### src/inc/piosd_pkg.sv
// Constants and address map of the peripheral I/O space decoder
package piosd_pkg;

  // ***************************************************************
  // Bus widths
  // ***************************************************************
  localparam int IO_AW = 16;
  localparam int IO_DW = 16;
  localparam int IO_BEW = 2;
  localparam int LEG_AW = 10;
  localparam int N_CH = 16;

  // ***************************************************************
  // Address map control register
  // ***************************************************************
  localparam logic [IO_AW-1:0] CFG_WORD_ADDR = 16'h0022;
  localparam logic [IO_AW-1:0] CFG_HI_ADDR = 16'h0023;
  localparam logic [IO_DW-1:0] CFG_RESET = 16'h0000;
  localparam logic [IO_DW-1:0] CFG_REMAP_MASK = 16'h007D;
  localparam int EXP_EN_POS = 15;
  localparam int TIMER_REMAP_POS = 0;
  localparam int DMA_REMAP_POS = 2;
  localparam int MASTER_PIC_REMAP_POS = 3;
  localparam int SLAVE_PIC_REMAP_POS = 4;
  localparam int SERIAL0_REMAP_POS = 5;
  localparam int SERIAL1_REMAP_POS = 6;
  localparam logic [IO_BEW-1:0] BE_LO = 2'h1;
  localparam logic [IO_BEW-1:0] BE_HI = 2'h2;
  localparam logic [IO_BEW-1:0] BE_WORD = 2'h3;
  localparam logic [7:0] EXP_EN_CLEAR_VALUE = 8'h00;

  // ***************************************************************
  // Peripheral windows, one entry per select line
  // ***************************************************************
  // 0 DMA, 1 master PIC, 2 timer, 3 DMA page, 4 slave PIC, 5 math
  // coprocessor, 6 chip select, 7 sync serial, 8 refresh, 9 watchdog,
  // 10 serial_port_zero, 11 clock/power, 12 bus interface,
  // 13 chip configuration, 14 parallel I/O, 15 serial_port_one
  localparam logic [IO_AW-1:0] CH_BASE [N_CH] = '{
    16'hF000, 16'hF020, 16'hF040, 16'hF080, 16'hF0A0, 16'hF0F0,
    16'hF400, 16'hF480, 16'hF4A0, 16'hF4C0, 16'hF4F8, 16'hF800,
    16'hF810, 16'hF820, 16'hF860, 16'hF8F8};
  localparam logic [IO_AW-1:0] CH_SPAN [N_CH] = '{
    16'h001F, 16'h001F, 16'h001F, 16'h001F, 16'h001F, 16'h000F,
    16'h007F, 16'h001F, 16'h001F, 16'h000F, 16'h0007, 16'h000F,
    16'h000F, 16'h001F, 16'h001F, 16'h0007};
  localparam logic [LEG_AW-1:0] CH_LEG_BASE [N_CH] = '{
    10'h000, 10'h020, 10'h040, 10'h080, 10'h0A0, 10'h0F0,
    10'h000, 10'h000, 10'h000, 10'h000, 10'h3F8, 10'h000,
    10'h000, 10'h000, 10'h000, 10'h2F8};
  localparam logic [N_CH-1:0] CH_HAS_LEG = 16'h843F;
  localparam logic [IO_DW-1:0] CH_REMAP_SEL [N_CH] = '{
    16'h0004, 16'h0008, 16'h0001, 16'h0004, 16'h0010, 16'h0000,
    16'h0000, 16'h0000, 16'h0000, 16'h0000, 16'h0020, 16'h0000,
    16'h0000, 16'h0000, 16'h0000, 16'h0040};

endpackage : piosd_pkg

### src/piosd_unlock.sv
// Write sequence detector that unlocks the expanded I/O space
`timescale 1ns/100ps
`default_nettype none

module piosd_unlock (
  input wire logic clk_sys,
  input wire logic rst,
  input wire logic ce,
  input wire logic wr_stb,
  input wire logic hit_hi_byte,
  input wire logic hit_lo_byte,
  input wire logic hit_word,
  output logic unlock
);
  import piosd_pkg::*;

  typedef enum logic [1:0] {
    PIOSD_IDLE,
    PIOSD_GOT_HI,
    PIOSD_GOT_LO
  } piosd_unlock_state_t;

  piosd_unlock_state_t state_q;
  piosd_unlock_state_t state_d;

  // ***************************************************************
  // Sequence: high byte, low byte, then word, back to back
  // ***************************************************************
  always_comb begin
    state_d = state_q;
    unlock = 1'b0;
    if (wr_stb) begin
      case (state_q)
        PIOSD_IDLE: begin
          state_d = hit_hi_byte ? PIOSD_GOT_HI : PIOSD_IDLE;
        end
        PIOSD_GOT_HI: begin
          state_d = hit_lo_byte ? PIOSD_GOT_LO : PIOSD_IDLE;
        end
        PIOSD_GOT_LO: begin
          unlock = hit_word;
          state_d = PIOSD_IDLE;
        end
        default: begin
          state_d = PIOSD_IDLE;
        end
      endcase
      // A stray high byte write restarts the sequence
      if (state_q != PIOSD_IDLE && hit_hi_byte && !unlock) begin
        state_d = PIOSD_GOT_HI;
      end
    end
  end

  always_ff @(posedge clk_sys or posedge rst) begin
    if (rst) begin
      state_q <= PIOSD_IDLE;
    end else if (ce) begin
      state_q <= state_d;
    end
  end

endmodule : piosd_unlock

`default_nettype wire

### src/piosd_decoder.sv
// Peripheral I/O space decoder with address map control register
`timescale 1ns/100ps
`default_nettype none

module piosd_decoder (
  input wire logic clk_sys,
  input wire logic rst,
  input wire logic ce,
  input wire logic [piosd_pkg::IO_AW-1:0] io_addr,
  input wire logic [piosd_pkg::IO_DW-1:0] io_wdata,
  input wire logic [piosd_pkg::IO_BEW-1:0] io_be,
  input wire logic io_wr,
  input wire logic io_rd,
  output logic [piosd_pkg::N_CH-1:0] periph_sel,
  output logic periph_wr,
  output logic periph_rd,
  output logic ext_cycle,
  output logic cfg_rd_hit,
  output logic [piosd_pkg::IO_DW-1:0] io_rdata,
  output logic expanded_space_enable,
  output logic [piosd_pkg::IO_DW-1:0] address_remap_config
);
  import piosd_pkg::*;

  // ***************************************************************
  // Declarations
  // ***************************************************************
  logic exp_en_q;
  logic exp_en_d;
  logic [IO_DW-1:0] remap_q;
  logic [IO_DW-1:0] remap_d;
  logic [N_CH-1:0] sel_q;
  logic [N_CH-1:0] sel_d;
  logic wr_q;
  logic wr_d;
  logic rd_q;
  logic rd_d;
  logic ext_q;
  logic ext_d;
  logic cfg_rd_q;
  logic cfg_rd_d;
  logic [IO_DW-1:0] rdata_q;
  logic [IO_DW-1:0] rdata_d;
  logic stb;
  logic upper_zero;
  logic cfg_word;
  logic hit_hi_byte;
  logic hit_lo_byte;
  logic hit_word;
  logic cfg_hit;
  logic unlock;
  logic [N_CH-1:0] exp_hit;
  logic [N_CH-1:0] leg_hit;
  logic [N_CH-1:0] ch_hit;
  logic [IO_DW-1:0] cfg_view;

  assign stb = io_wr | io_rd;

  // ***************************************************************
  // Map control register address decode
  // ***************************************************************
  // Upper lines only count once the expanded region is on
  assign upper_zero = (io_addr[IO_AW-1:LEG_AW] == '0);
  assign cfg_word = (io_addr[LEG_AW-1:1] == CFG_WORD_ADDR[LEG_AW-1:1]) &&
                    (!exp_en_q || upper_zero);
  assign hit_hi_byte = cfg_word && (io_be == BE_HI) &&
                       io_addr[0];
  assign hit_lo_byte = cfg_word && (io_be == BE_LO) &&
                       !io_addr[0];
  assign hit_word = cfg_word && (io_be == BE_WORD) &&
                    !io_addr[0];
  assign cfg_hit = hit_hi_byte | hit_lo_byte | hit_word;

  piosd_unlock u_unlock (
    .clk_sys(clk_sys),
    .rst(rst),
    .ce(ce),
    .wr_stb(io_wr),
    .hit_hi_byte(hit_hi_byte),
    .hit_lo_byte(hit_lo_byte),
    .hit_word(hit_word),
    .unlock(unlock)
  );

  // ***************************************************************
  // Per peripheral window decode
  // ***************************************************************
  generate
    for (genvar i = 0; i < N_CH; i++) begin : g_ch
      // Expanded window, full sixteen-bit compare in the top slot
      assign exp_hit[i] = exp_en_q &&
        ((io_addr & ~CH_SPAN[i]) == CH_BASE[i]);
      // Legacy window, ten-bit compare, gated by the remap bit
      assign leg_hit[i] = CH_HAS_LEG[i] &&
        ((remap_q & CH_REMAP_SEL[i]) == '0) &&
        (!exp_en_q || upper_zero) &&
        ((io_addr[LEG_AW-1:0] & ~CH_SPAN[i][LEG_AW-1:0]) ==
         CH_LEG_BASE[i]);
      // The map register takes priority over the master PIC alias
      assign ch_hit[i] = (exp_hit[i] | leg_hit[i]) && !cfg_hit;
    end
  endgenerate

  // ***************************************************************
  // Map control register
  // ***************************************************************
  always_comb begin
    exp_en_d = exp_en_q;
    remap_d = remap_q;
    if (io_wr) begin
      // Locked register ignores data writes
      if (exp_en_q && (hit_lo_byte || hit_word)) begin
        remap_d = io_wdata & CFG_REMAP_MASK;
      end
      if (exp_en_q && hit_hi_byte &&
          io_wdata[IO_DW-1:8] == EXP_EN_CLEAR_VALUE) begin
        exp_en_d = 1'b0;
      end
      if (unlock) begin
        exp_en_d = 1'b1;
      end
    end
  end

  always_ff @(posedge clk_sys or posedge rst) begin
    if (rst) begin
      exp_en_q <= CFG_RESET[EXP_EN_POS];
      remap_q <= CFG_RESET;
    end else if (ce) begin
      exp_en_q <= exp_en_d;
      remap_q <= remap_d;
    end
  end

  // ***************************************************************
  // Read view of the map register
  // ***************************************************************
  always_comb begin
    cfg_view = remap_q & CFG_REMAP_MASK;
    cfg_view[EXP_EN_POS] = exp_en_q;
  end

  // ***************************************************************
  // Registered cycle outputs
  // ***************************************************************
  always_comb begin
    sel_d = '0;
    wr_d = 1'b0;
    rd_d = 1'b0;
    ext_d = 1'b0;
    cfg_rd_d = 1'b0;
    rdata_d = rdata_q;
    if (stb) begin
      sel_d = ch_hit;
      wr_d = io_wr && (ch_hit != '0);
      rd_d = io_rd && (ch_hit != '0);
      ext_d = (ch_hit == '0) && !cfg_hit;
      cfg_rd_d = io_rd && cfg_hit;
      if (io_rd && cfg_hit) begin
        rdata_d = cfg_view;
      end
    end
  end

  always_ff @(posedge clk_sys or posedge rst) begin
    if (rst) begin
      sel_q <= '0;
      wr_q <= 1'b0;
      rd_q <= 1'b0;
      ext_q <= 1'b0;
      cfg_rd_q <= 1'b0;
      rdata_q <= '0;
    end else if (ce) begin
      sel_q <= sel_d;
      wr_q <= wr_d;
      rd_q <= rd_d;
      ext_q <= ext_d;
      cfg_rd_q <= cfg_rd_d;
      rdata_q <= rdata_d;
    end
  end

  // ***************************************************************
  // Outputs
  // ***************************************************************
  assign periph_sel = sel_q;
  assign periph_wr = wr_q;
  assign periph_rd = rd_q;
  assign ext_cycle = ext_q;
  assign cfg_rd_hit = cfg_rd_q;
  assign io_rdata = rdata_q;
  assign expanded_space_enable = exp_en_q;
  assign address_remap_config = remap_q;

endmodule : piosd_decoder

`default_nettype wire

### config.mk
export PLATFORM = sky130hd
export DESIGN_NAME = piosd_decoder
export DESIGN_NICKNAME = d
export VERILOG_FILES = /design/src/inc/piosd_pkg.sv /design/src/piosd_unlock.sv /design/src/piosd_decoder.sv
export SDC_FILE = /design/constraint.sdc
export NUM_CORES = 1
export LEC_CHECK = 0
export BUFFER_PORTS_ARGS = -buffer_cell sky130_fd_sc_hd__buf_2
export CAP_MARGIN = 40
export CORE_MARGIN = 3
export CORE_UTILIZATION = 43
export DETAILED_ROUTE_END_ITERATION = 10
export PLACE_DENSITY = 0.76
export SYNTH_ARGS = -nofsm -noshare
export SYNTH_HDL_FRONTEND = slang
export SYNTH_SLANG_ARGS = --single-unit
### constraint.sdc
create_clock -name clk_sys -period 1.7 [get_ports clk_sys]
set_input_delay 0.17 -clock clk_sys [delete_from_list [all_inputs] [get_ports clk_sys]]
set_output_delay 0.17 -clock clk_sys [all_outputs]
set_load 0.05 [all_outputs]
==> key figures, run 1 <==
Job
  • # Max-Cap Violations: 0

Placed design
  • Setup slack at placement: -483 ps
  • DPL Wire Length: 4.79 mm
  • RD Place Congestion: 1.00
  • # port buffers: 70

Clocking
  • Clock Tree Root: clkbuf_8
  • Clk_lat worst skew: 290 ps
  • Max H-tree Level: 2
  • Num CTS Buffers: 5
  • Sink Count: 36
  • Clock Pin Slew Worst Setup and Hold Paths: 70 ps
  • CTS tree: done
  • Clk buf depth: 2

Setup path
  • Critical path class: in -> reg
  • WP data required: 1880 ps
  • CP max stage cell: or4_4
  • CP peak stage delay: 550 ps
  • CP startpoint kind: primary input
  • CP arrival: 2000 ps
  • CP Capture Type: register
  • Worst-path fanout max: 6
  • Critical Path, Cell by Cell: buf_6 -> or4_4 -> o31ai_4 -> nand2b_4 -> nor4b_4 -> nand2_4 -> mux2_4

Logic synthesis
  • EDFF count, synth: 0
  • Most frequent cell after synthesis: dfrtp_1
  • Seq/Total Area, Yosys: 42.8%
  • Syn avg cell area: 10.7 um2
  • Synth cell count leaders: 36 x dfrtp_1, 20 x buf_4, 9 x inv_1, 9 x nand2_1, 8 x mux2_2
  • Main synth FF type: dfrtp_1
  • Cell Area, Synth: 2110 um2
  • Distinct cells, synth: 49
  • Seq cells post-synth: 36
  • Post-synth ARST share: 100%
  • Cell count after synthesis: 197
  • Synth top area share: 42.8%
  • Synth area leader: dfrtp_1
  • Synth warnings: 0
  • Largest cells by area after synthesis: dfrtp_1 43%, buf_4 7.1%, mux2_2 4.3%

Drt
  • Antenna Nets Post-Route: 0
  • DRT Pass-1 Iters: 4
  • Via/cell ratio: 5.30
  • Post-Route WL: 6.07 mm
  • Vias: 1,960
  • # DRC: 0
  • WL per Instance: 16.4 um
  • Number of DRC markers after the initial detailed-route iteration: 135

Cells and area
  • Layout area overhead: 37.4%
  • Number of antenna diodes: 0
  • # nets final: 343
  • Layout cells sized above 1: 48.9%
  • Fill cells: 380

STA
  • Final Worst Setup Slack: -126 ps
  • Final Hold Viols: 0
  • Final setup viols: 15
  • Crit path time final: 1830 ps
  • RSZ-0062 raised after global routing: true
  • Clock skew: 5.23 ps
  • Max-slew violation count: 0
  • Fmax: 548 MHz
  • Final Cycle Share: 107%

Global routing
  • Largest net degree at the start of global routing: 37
  • Remaining global-route overflow: 0
  • Initial antenna violation count: 0
  • GRT Overall Usage: 21.6%
  • Vias in the first global route: 2,029
  • First-pass GRT wire length: 10.0 mm

Die
  • Num ports: 92
  • Die Width: 76 um
  • Core footprint: 4530 um2
  • DIE AREA: 5780 um2
  • Num rows: 24
  • Die Span Y: 76 um
  • Initial Utilization: 46.5%

Pwr
  • Peak supply drop: 0.498 mV
  • Leakage: 1.50 nW
  • Pwr/cell area: 647 nW/um2
  • Power, Total: 1.87 mW

Outcome
  • Status: complete, but fails checks
  • Failing checks: negative setup slack

Min path
  • Class of the worst hold path: in -> reg
-- logic make-up (layout without fill, tap and decap cells) --
group	count (synthesis)	in the layout	synth area share, %
flops	36	36	42.8
simple gates	66	66	21.0
mux	15	15	9.03
compound gates	41	41	16.6
other cells	1	19	0.178
buf+inv	38	128	10.5
-- path summary, 6_finish.rpt --
| kind | from | to | slack, ps | depth (start not counted) |
|---|---|---|---|---|
| min in group asynchronous | rst | io_rdata[6]$_DFFE_PP0P_ | 520 | 4 |
| hold reg to reg | periph_sel[8]$_DFFE_PP0P_ | periph_sel[8]$_DFFE_PP0P_ | 490 | 1 |
| max in group asynchronous | rst | expanded_space_enable$_DFFE_PP0P_ | 840 | 4 |
| setup reg to reg | expanded_space_enable$_DFFE_PP0P_ | ext_cycle$_DFFE_PP0P_ | 10 | 5 |
| hold / removal | io_wdata[5] | address_remap_config[5]$_DFFE_PP0P_ | 110 | 2 |
| setup / recovery | io_addr[12] | address_remap_config[0]$_DFFE_PP0P_ | -130 | 7 |
-- flip-flops by register name (all words and copies together), names as in the netlist --
signal,count
cfg_rd_hit,1
periph_rd,1
periph_sel,16
ext_cycle,1
expanded_space_enable,1
io_rdata,7
address_remap_config,6
periph_wr,1
u_unlock.state_q,2
-- layout by cell type (no fill, tap or decap), types with 3 or more instances in the layout --
cell type / Yosys / routed
a22o_1: 4 / 4
a32o_1: 3 / 3
buf_2: 2 / 68
buf_4: 20 / 39
clkbuf_8: 0 / 6
conb_1: 1 / 19
dfrtp_1: 36 / 35
inv_1: 9 / 9
mux2_4: 6 / 12
nand2_1: 9 / 9
nand2b_1: 6 / 6
nand3_1: 4 / 4
nand4_1: 3 / 3
nand4b_1: 3 / 3
nor2_1: 6 / 6
nor2b_1: 4 / 4
nor3_1: 7 / 5
nor3b_1: 5 / 5
nor4_1: 4 / 4
o21ai_0: 6 / 6
o2bb2ai_1: 7 / 7
o32ai_1: 5 / 4
-- final cells by class --
type,count,area (um2),share of cell area (%)
inverters,9,33.8,1.17
clock buffers,7,86.3,2.98
flip-flops and latches,36,902,31.2
clock inverters,1,7.51,0.259
multi-input cells,141,1100,37.9
well taps,65,81.3,2.81
repair buffers,111,686,23.7
-- per-stage QoR --
stage                     TNS (ps)  instance area [um2]  utilization (%)  hold WS [ps]  std cells
after floorplan              -3900                 2200                -           271        215
after global placement       -7150                 2740             60.5           290        359
after detailed placement     -8040                 2740             60.5           293        359
after CTS                     -875                 2870             63.3           103        369
after global routing         -2040                 2900             63.9           100        370
final                        -1230                 2900             63.9           105        370
-- routing by layer --
metal	track usage, %	up-vias	share of wire (%)
met4	7.79	0	2.0
met2	36.0	90	48
met1	27.9	941	43
met3	4.37	12	6.7
li1	-	917	-
met5	0	-	0
-- power by group --
part | internal, mW | leakage (nW) | switching, mW
combinational | 0.109 | 0.959 | 0.248
sequential | 0.864 | 0.498 | 0.00564
clock | 0.329 | 0.0445 | 0.316
total | 1.30 | 1.50 | 0.570
-- repair_timing --
item | 4_1_cts | 5_1_grt
buffers inserted | 1 | 3
endpoints found under the setup margin | 16 | 16
endpoints found under the hold margin | 36 | 0
pin swaps | 4 | 1
gates resized for setup | 3 | 4
hold buffers | 1 | 0
-- critical path, delay by kind of cell --
| family | cells | cell delay (ps) |
|---|---|---|
| compound gates | 1 | 260 |
| simple gates | 4 | 1140 |
| mux | 1 | 320 |
| buf+inv | 1 | 90 |
Power figures use the tool's default switching activity.
==> run 2: changes to the inputs <==
==> config.mk (replaced) <==
export PLATFORM = sky130hd
export DESIGN_NAME = piosd_decoder
export DESIGN_NICKNAME = d
export VERILOG_FILES = /design/src/inc/piosd_pkg.sv /design/src/piosd_unlock.sv /design/src/piosd_decoder.sv
export SDC_FILE = /design/constraint.sdc
export NUM_CORES = 1
export LEC_CHECK = 0
export ABC_AREA = 1
export CAP_MARGIN = 20
export CORE_MARGIN = 3
export CORE_UTILIZATION = 57
export DETAILED_ROUTE_END_ITERATION = 10
export DONT_BUFFER_PORTS = 1
export PLACE_DENSITY = 0.75
export SYNTH_ARGS = -nofsm -noshare
export SYNTH_HDL_FRONTEND = slang
export SYNTH_SLANG_ARGS = --single-unit
==> key figures, run 2 <==
Die
  • Die Width: 67.4 um (was 76 um)
  • Num rows: 21 (was 24)
  • Num ports: 92 (unchanged)
  • DIE AREA: 4540 um2 (was 5780 um2)
  • Core footprint: 3470 um2 (was 4530 um2)
  • Die Span Y: 67.4 um (was 76 um)
  • Initial Utilization: 61.9% (was 46.5%)

Logic synthesis
  • Xor-xnor portion of the synthesized cell area: 0% (unchanged)
  • Seq cells post-synth: 36 (unchanged)
  • Post-synth ARST share: 100% (unchanged)
  • Mux contribution to synthesized area: 5.24% (was 9.03%)
  • Cell Area, Synth: 2150 um2 (was 2110 um2)
  • Syn avg cell area: 7.67 um2 (was 10.7 um2)
  • Distinct cells, synth: 28 (was 49)
  • EDFF count, synth: 0 (unchanged)
  • Synth top area share: 41.9% (was 42.8%)
  • Seq/Total Area, Yosys: 41.9% (was 42.8%)
  • Cell count after synthesis: 280 (was 197)
  • Synth Area in Simple Gates: 32.1% (was 21.0%)
  • Largest cells by area after synthesis: dfrtp_1 42%, nand2_1 13%, buf_4 6.6% (was dfrtp_1 43%, buf_4 7.1%, mux2_2 4.3%)
  • Post-synthesis adder-cell area fraction: 0% (unchanged)
  • Most frequent cell after synthesis: nand2_1 (was dfrtp_1)
  • Largest family of logic cells by synthesized area: simple AND/OR/NAND/NOR gates (unchanged)
  • Compound-Gate Fraction of Synth Area: 7.11% (was 16.6%)
  • Synth warnings: 0 (unchanged)
  • Synth cell count leaders: 72 x nand2_1, 36 x dfrtp_1, 30 x nor2_1, 24 x inv_1, 19 x buf_4 (was 36 x dfrtp_1, 20 x buf_4, 9 x inv_1, 9 x nand2_1, 8 x mux2_2)
  • Synth area leader: dfrtp_1 (unchanged)
  • Main synth FF type: dfrtp_1 (unchanged)

Clocking
  • Clock Pin Slew Worst Setup and Hold Paths: 70 ps (about the same)
  • Clock Tree Root: clkbuf_8 (unchanged)
  • CTS tree: done (unchanged)
  • Post-CTS setup buffer count: 0 (was 1)
  • Sink Count: 36 (unchanged)
  • Hold Buf Count CTS: 1 (unchanged)
  • Clk_lat worst skew: 290 ps (about the same)
  • Post-cts resize count: 0 (was 3)
  • Max H-tree Level: 2 (unchanged)
  • Clk buf depth: 2 (unchanged)
  • Num CTS Buffers: 5 (unchanged)

Setup path
  • CP startpoint kind: register (was primary input)
  • Worst-path fanout max: 6 (unchanged)
  • CP peak stage delay: 460 ps (was 550 ps)
  • Critical path class: reg -> reg (was in -> reg)
  • CP max stage cell: dfrtp_2 (was or4_4)
  • WP data required: 1880 ps (about the same)
  • Critical Path, Cell by Cell: inv_1 -> nor2_1 -> nand2_1 -> nor2_1 -> nor2_1 -> nand3_1 -> nor2_1 -> nand2_1 -> nand2_1 -> nand2_1 (was buf_6 -> or4_4 -> o31ai_4 -> nand2b_4 -> nor4b_4 -> nand2_4 -> mux2_4)
  • CP arrival: 1700 ps (was 2000 ps)
  • CP Capture Type: register (unchanged)

STA
  • Setup TNS: 0 ps (was -1230 ps)
  • Final Cycle Share: 88.9% (was 107%)
  • Final setup viols: 0 (was 15)
  • Worst hold slack: 24.8 ps (was 105 ps)
  • Crit path time final: 1510 ps (was 1830 ps)
  • Final Hold Viols: 0 (unchanged)
  • Worst-Margin Slew: 706 ps
  • Max-Slew Margin vs Limit: 52.9%
  • RSZ-0062 raised after global routing: false (was true)
  • Clock skew: 4.73 ps (was 5.23 ps)
  • Final Worst Setup Slack: 188 ps (was -126 ps)
  • Max-slew violation count: 0 (unchanged)
  • Fmax: 661 MHz (was 548 MHz)

Global routing
  • Largest net degree at the start of global routing: 21 (was 37)
  • Vias in the first global route: 1,715 (was 2,029)
  • First-pass GRT wire length: 7.63 mm (was 10.0 mm)
  • Initial antenna violation count: 0 (unchanged)
  • Remaining global-route overflow: 0 (unchanged)
  • GRT Overall Usage: 22.8% (was 21.6%)

Cells and area
  • Commonest non-fill, non-tap cell in the layout: nand2_1 (was buf_2)
  • Layout area overhead: 8.39% (was 37.4%)
  • Fill cells: 323 (was 380)
  • Commonest cells after routing, fill and taps aside: 72 x nand2_1, 35 x dfrtp_1, 30 x nor2_1 (was 68 x buf_2, 39 x buf_4, 35 x dfrtp_1)
  • Max reg flops: 16 (unchanged)
  • Number of antenna diodes: 0 (unchanged)
  • Layout cells sized above 1: 15.9% (was 48.9%)
  • Final Cell Area: 2330 um2 (was 2900 um2)
  • # nets final: 334 (was 343)

Placed design
  • Placed Instance Area: 2210 um2 (was 2740 um2)
  • RD Place Congestion: 0.931 (was 1.00)
  • # port buffers: 0 (was 70)
  • Setup slack at placement: 212 ps (was -483 ps)
  • DPL Wire Length: 3.88 mm (was 4.79 mm)

Min path
  • Class of the worst hold path: in -> reg (unchanged)

Drt
  • # DRC: 0 (unchanged)
  • Post-Route WL: 4.81 mm (was 6.07 mm)
  • WL per Instance: 14.0 um (was 16.4 um)
  • Number of DRC markers after the initial detailed-route iteration: 99 (was 135)
  • DRT Pass-1 Iters: 4 (unchanged)
  • Vias: 1,861 (was 1,960)
  • Via/cell ratio: 5.44 (was 5.30)
  • Antenna Nets Post-Route: 0 (unchanged)

Job
  • # Max-Cap Violations: 0 (unchanged)

Pwr
  • Pwr/cell area: 792 nW/um2 (was 647 nW/um2)
  • Power, Total: 1.84 mW (was 1.87 mW)
  • Peak supply drop: 0.584 mV (was 0.498 mV)
  • Leakage: 1.24 nW (was 1.50 nW)

Outcome
  • Status: finished clean (was complete, but fails checks)
==> run 2: cell types whose count changed after synthesis, sizes merged, moves of 7 or more <==
| cell | previous run | this run |
|---|---|---|
| inv | 9 | 31 |
| o21ai | 6 | 24 |
| nand2b | 7 | 0 |
| nor2 | 6 | 35 |
| nand2 | 10 | 76 |
| nand3 | 4 | 19 |
| o2bb2ai | 7 | 0 |
==> run 2: path summary, 6_finish.rpt <==
path	start	endpoint	slack, ps	cells after the start
worst min register to register	u_unlock.state_q[1]$_DFFE_PP0P_	u_unlock.state_q[1]$_DFFE_PP0P_	540	1
min in group asynchronous	rst	periph_wr$_DFFE_PP0P_	430	2
worst max register to register	expanded_space_enable$_DFFE_PP0P_	periph_wr$_DFFE_PP0P_	190	10
worst max-delay path	expanded_space_enable$_DFFE_PP0P_	periph_wr$_DFFE_PP0P_	190	10
worst min-delay path	io_wdata[4]	address_remap_config[4]$_DFFE_PP0P_	20	1
max in group asynchronous	rst	periph_sel[11]$_DFFE_PP0P_	610	3
==> run 2: layout make-up <==
cell class	count	area (um2)	share of cell area [%]
Clock inverter	2	35.0	1.50
Tap cell	46	57.6	2.47
Clock buffer	6	72.6	3.12
Timing Repair Buffer	15	115	4.94
Multi-Input combinational cell	205	1030	44.1
Inverter	32	120	5.16
Sequential cell	36	902	38.7
==> run 2: layer usage <==
layer	track usage, %	wire (um)	vias to the layer above
met5	0	0	-
met4	9.87	80	0
met3	7.99	540	11
met2	36.3	2270	87
met1	28.0	1910	868
li1	-	-	895
==> run 2: logic make-up after synthesis <==
family          Yosys count
compound gates           28
buf+inv                  57
flops                    36
mux                       8
other cells               1
simple gates            150
==> run 2: where the power goes <==
group          switching, mW  internal (mW)  total [mW]
Clock                  0.288          0.435       0.723
Sequential            0.0397          0.865       0.905
Combinational          0.178         0.0376       0.216
==> run 2: stage by stage <==
step / utilization [%] / std cells
3_3_place_gp: 63.7 / 333
6_report: 67.1 / 342
2_1_floorplan: - / 298
4_1_cts: 67.1 / 342
3_5_place_dp: 63.7 / 333
5_1_grt: 67.1 / 342
==> run 2: critical path: cells and delay by family, from the launching register on <==
kind                   cells  cell delay (ps)
DFF                        1              460
and+or+nand+nor            9              810
buffers and inverters      1              140
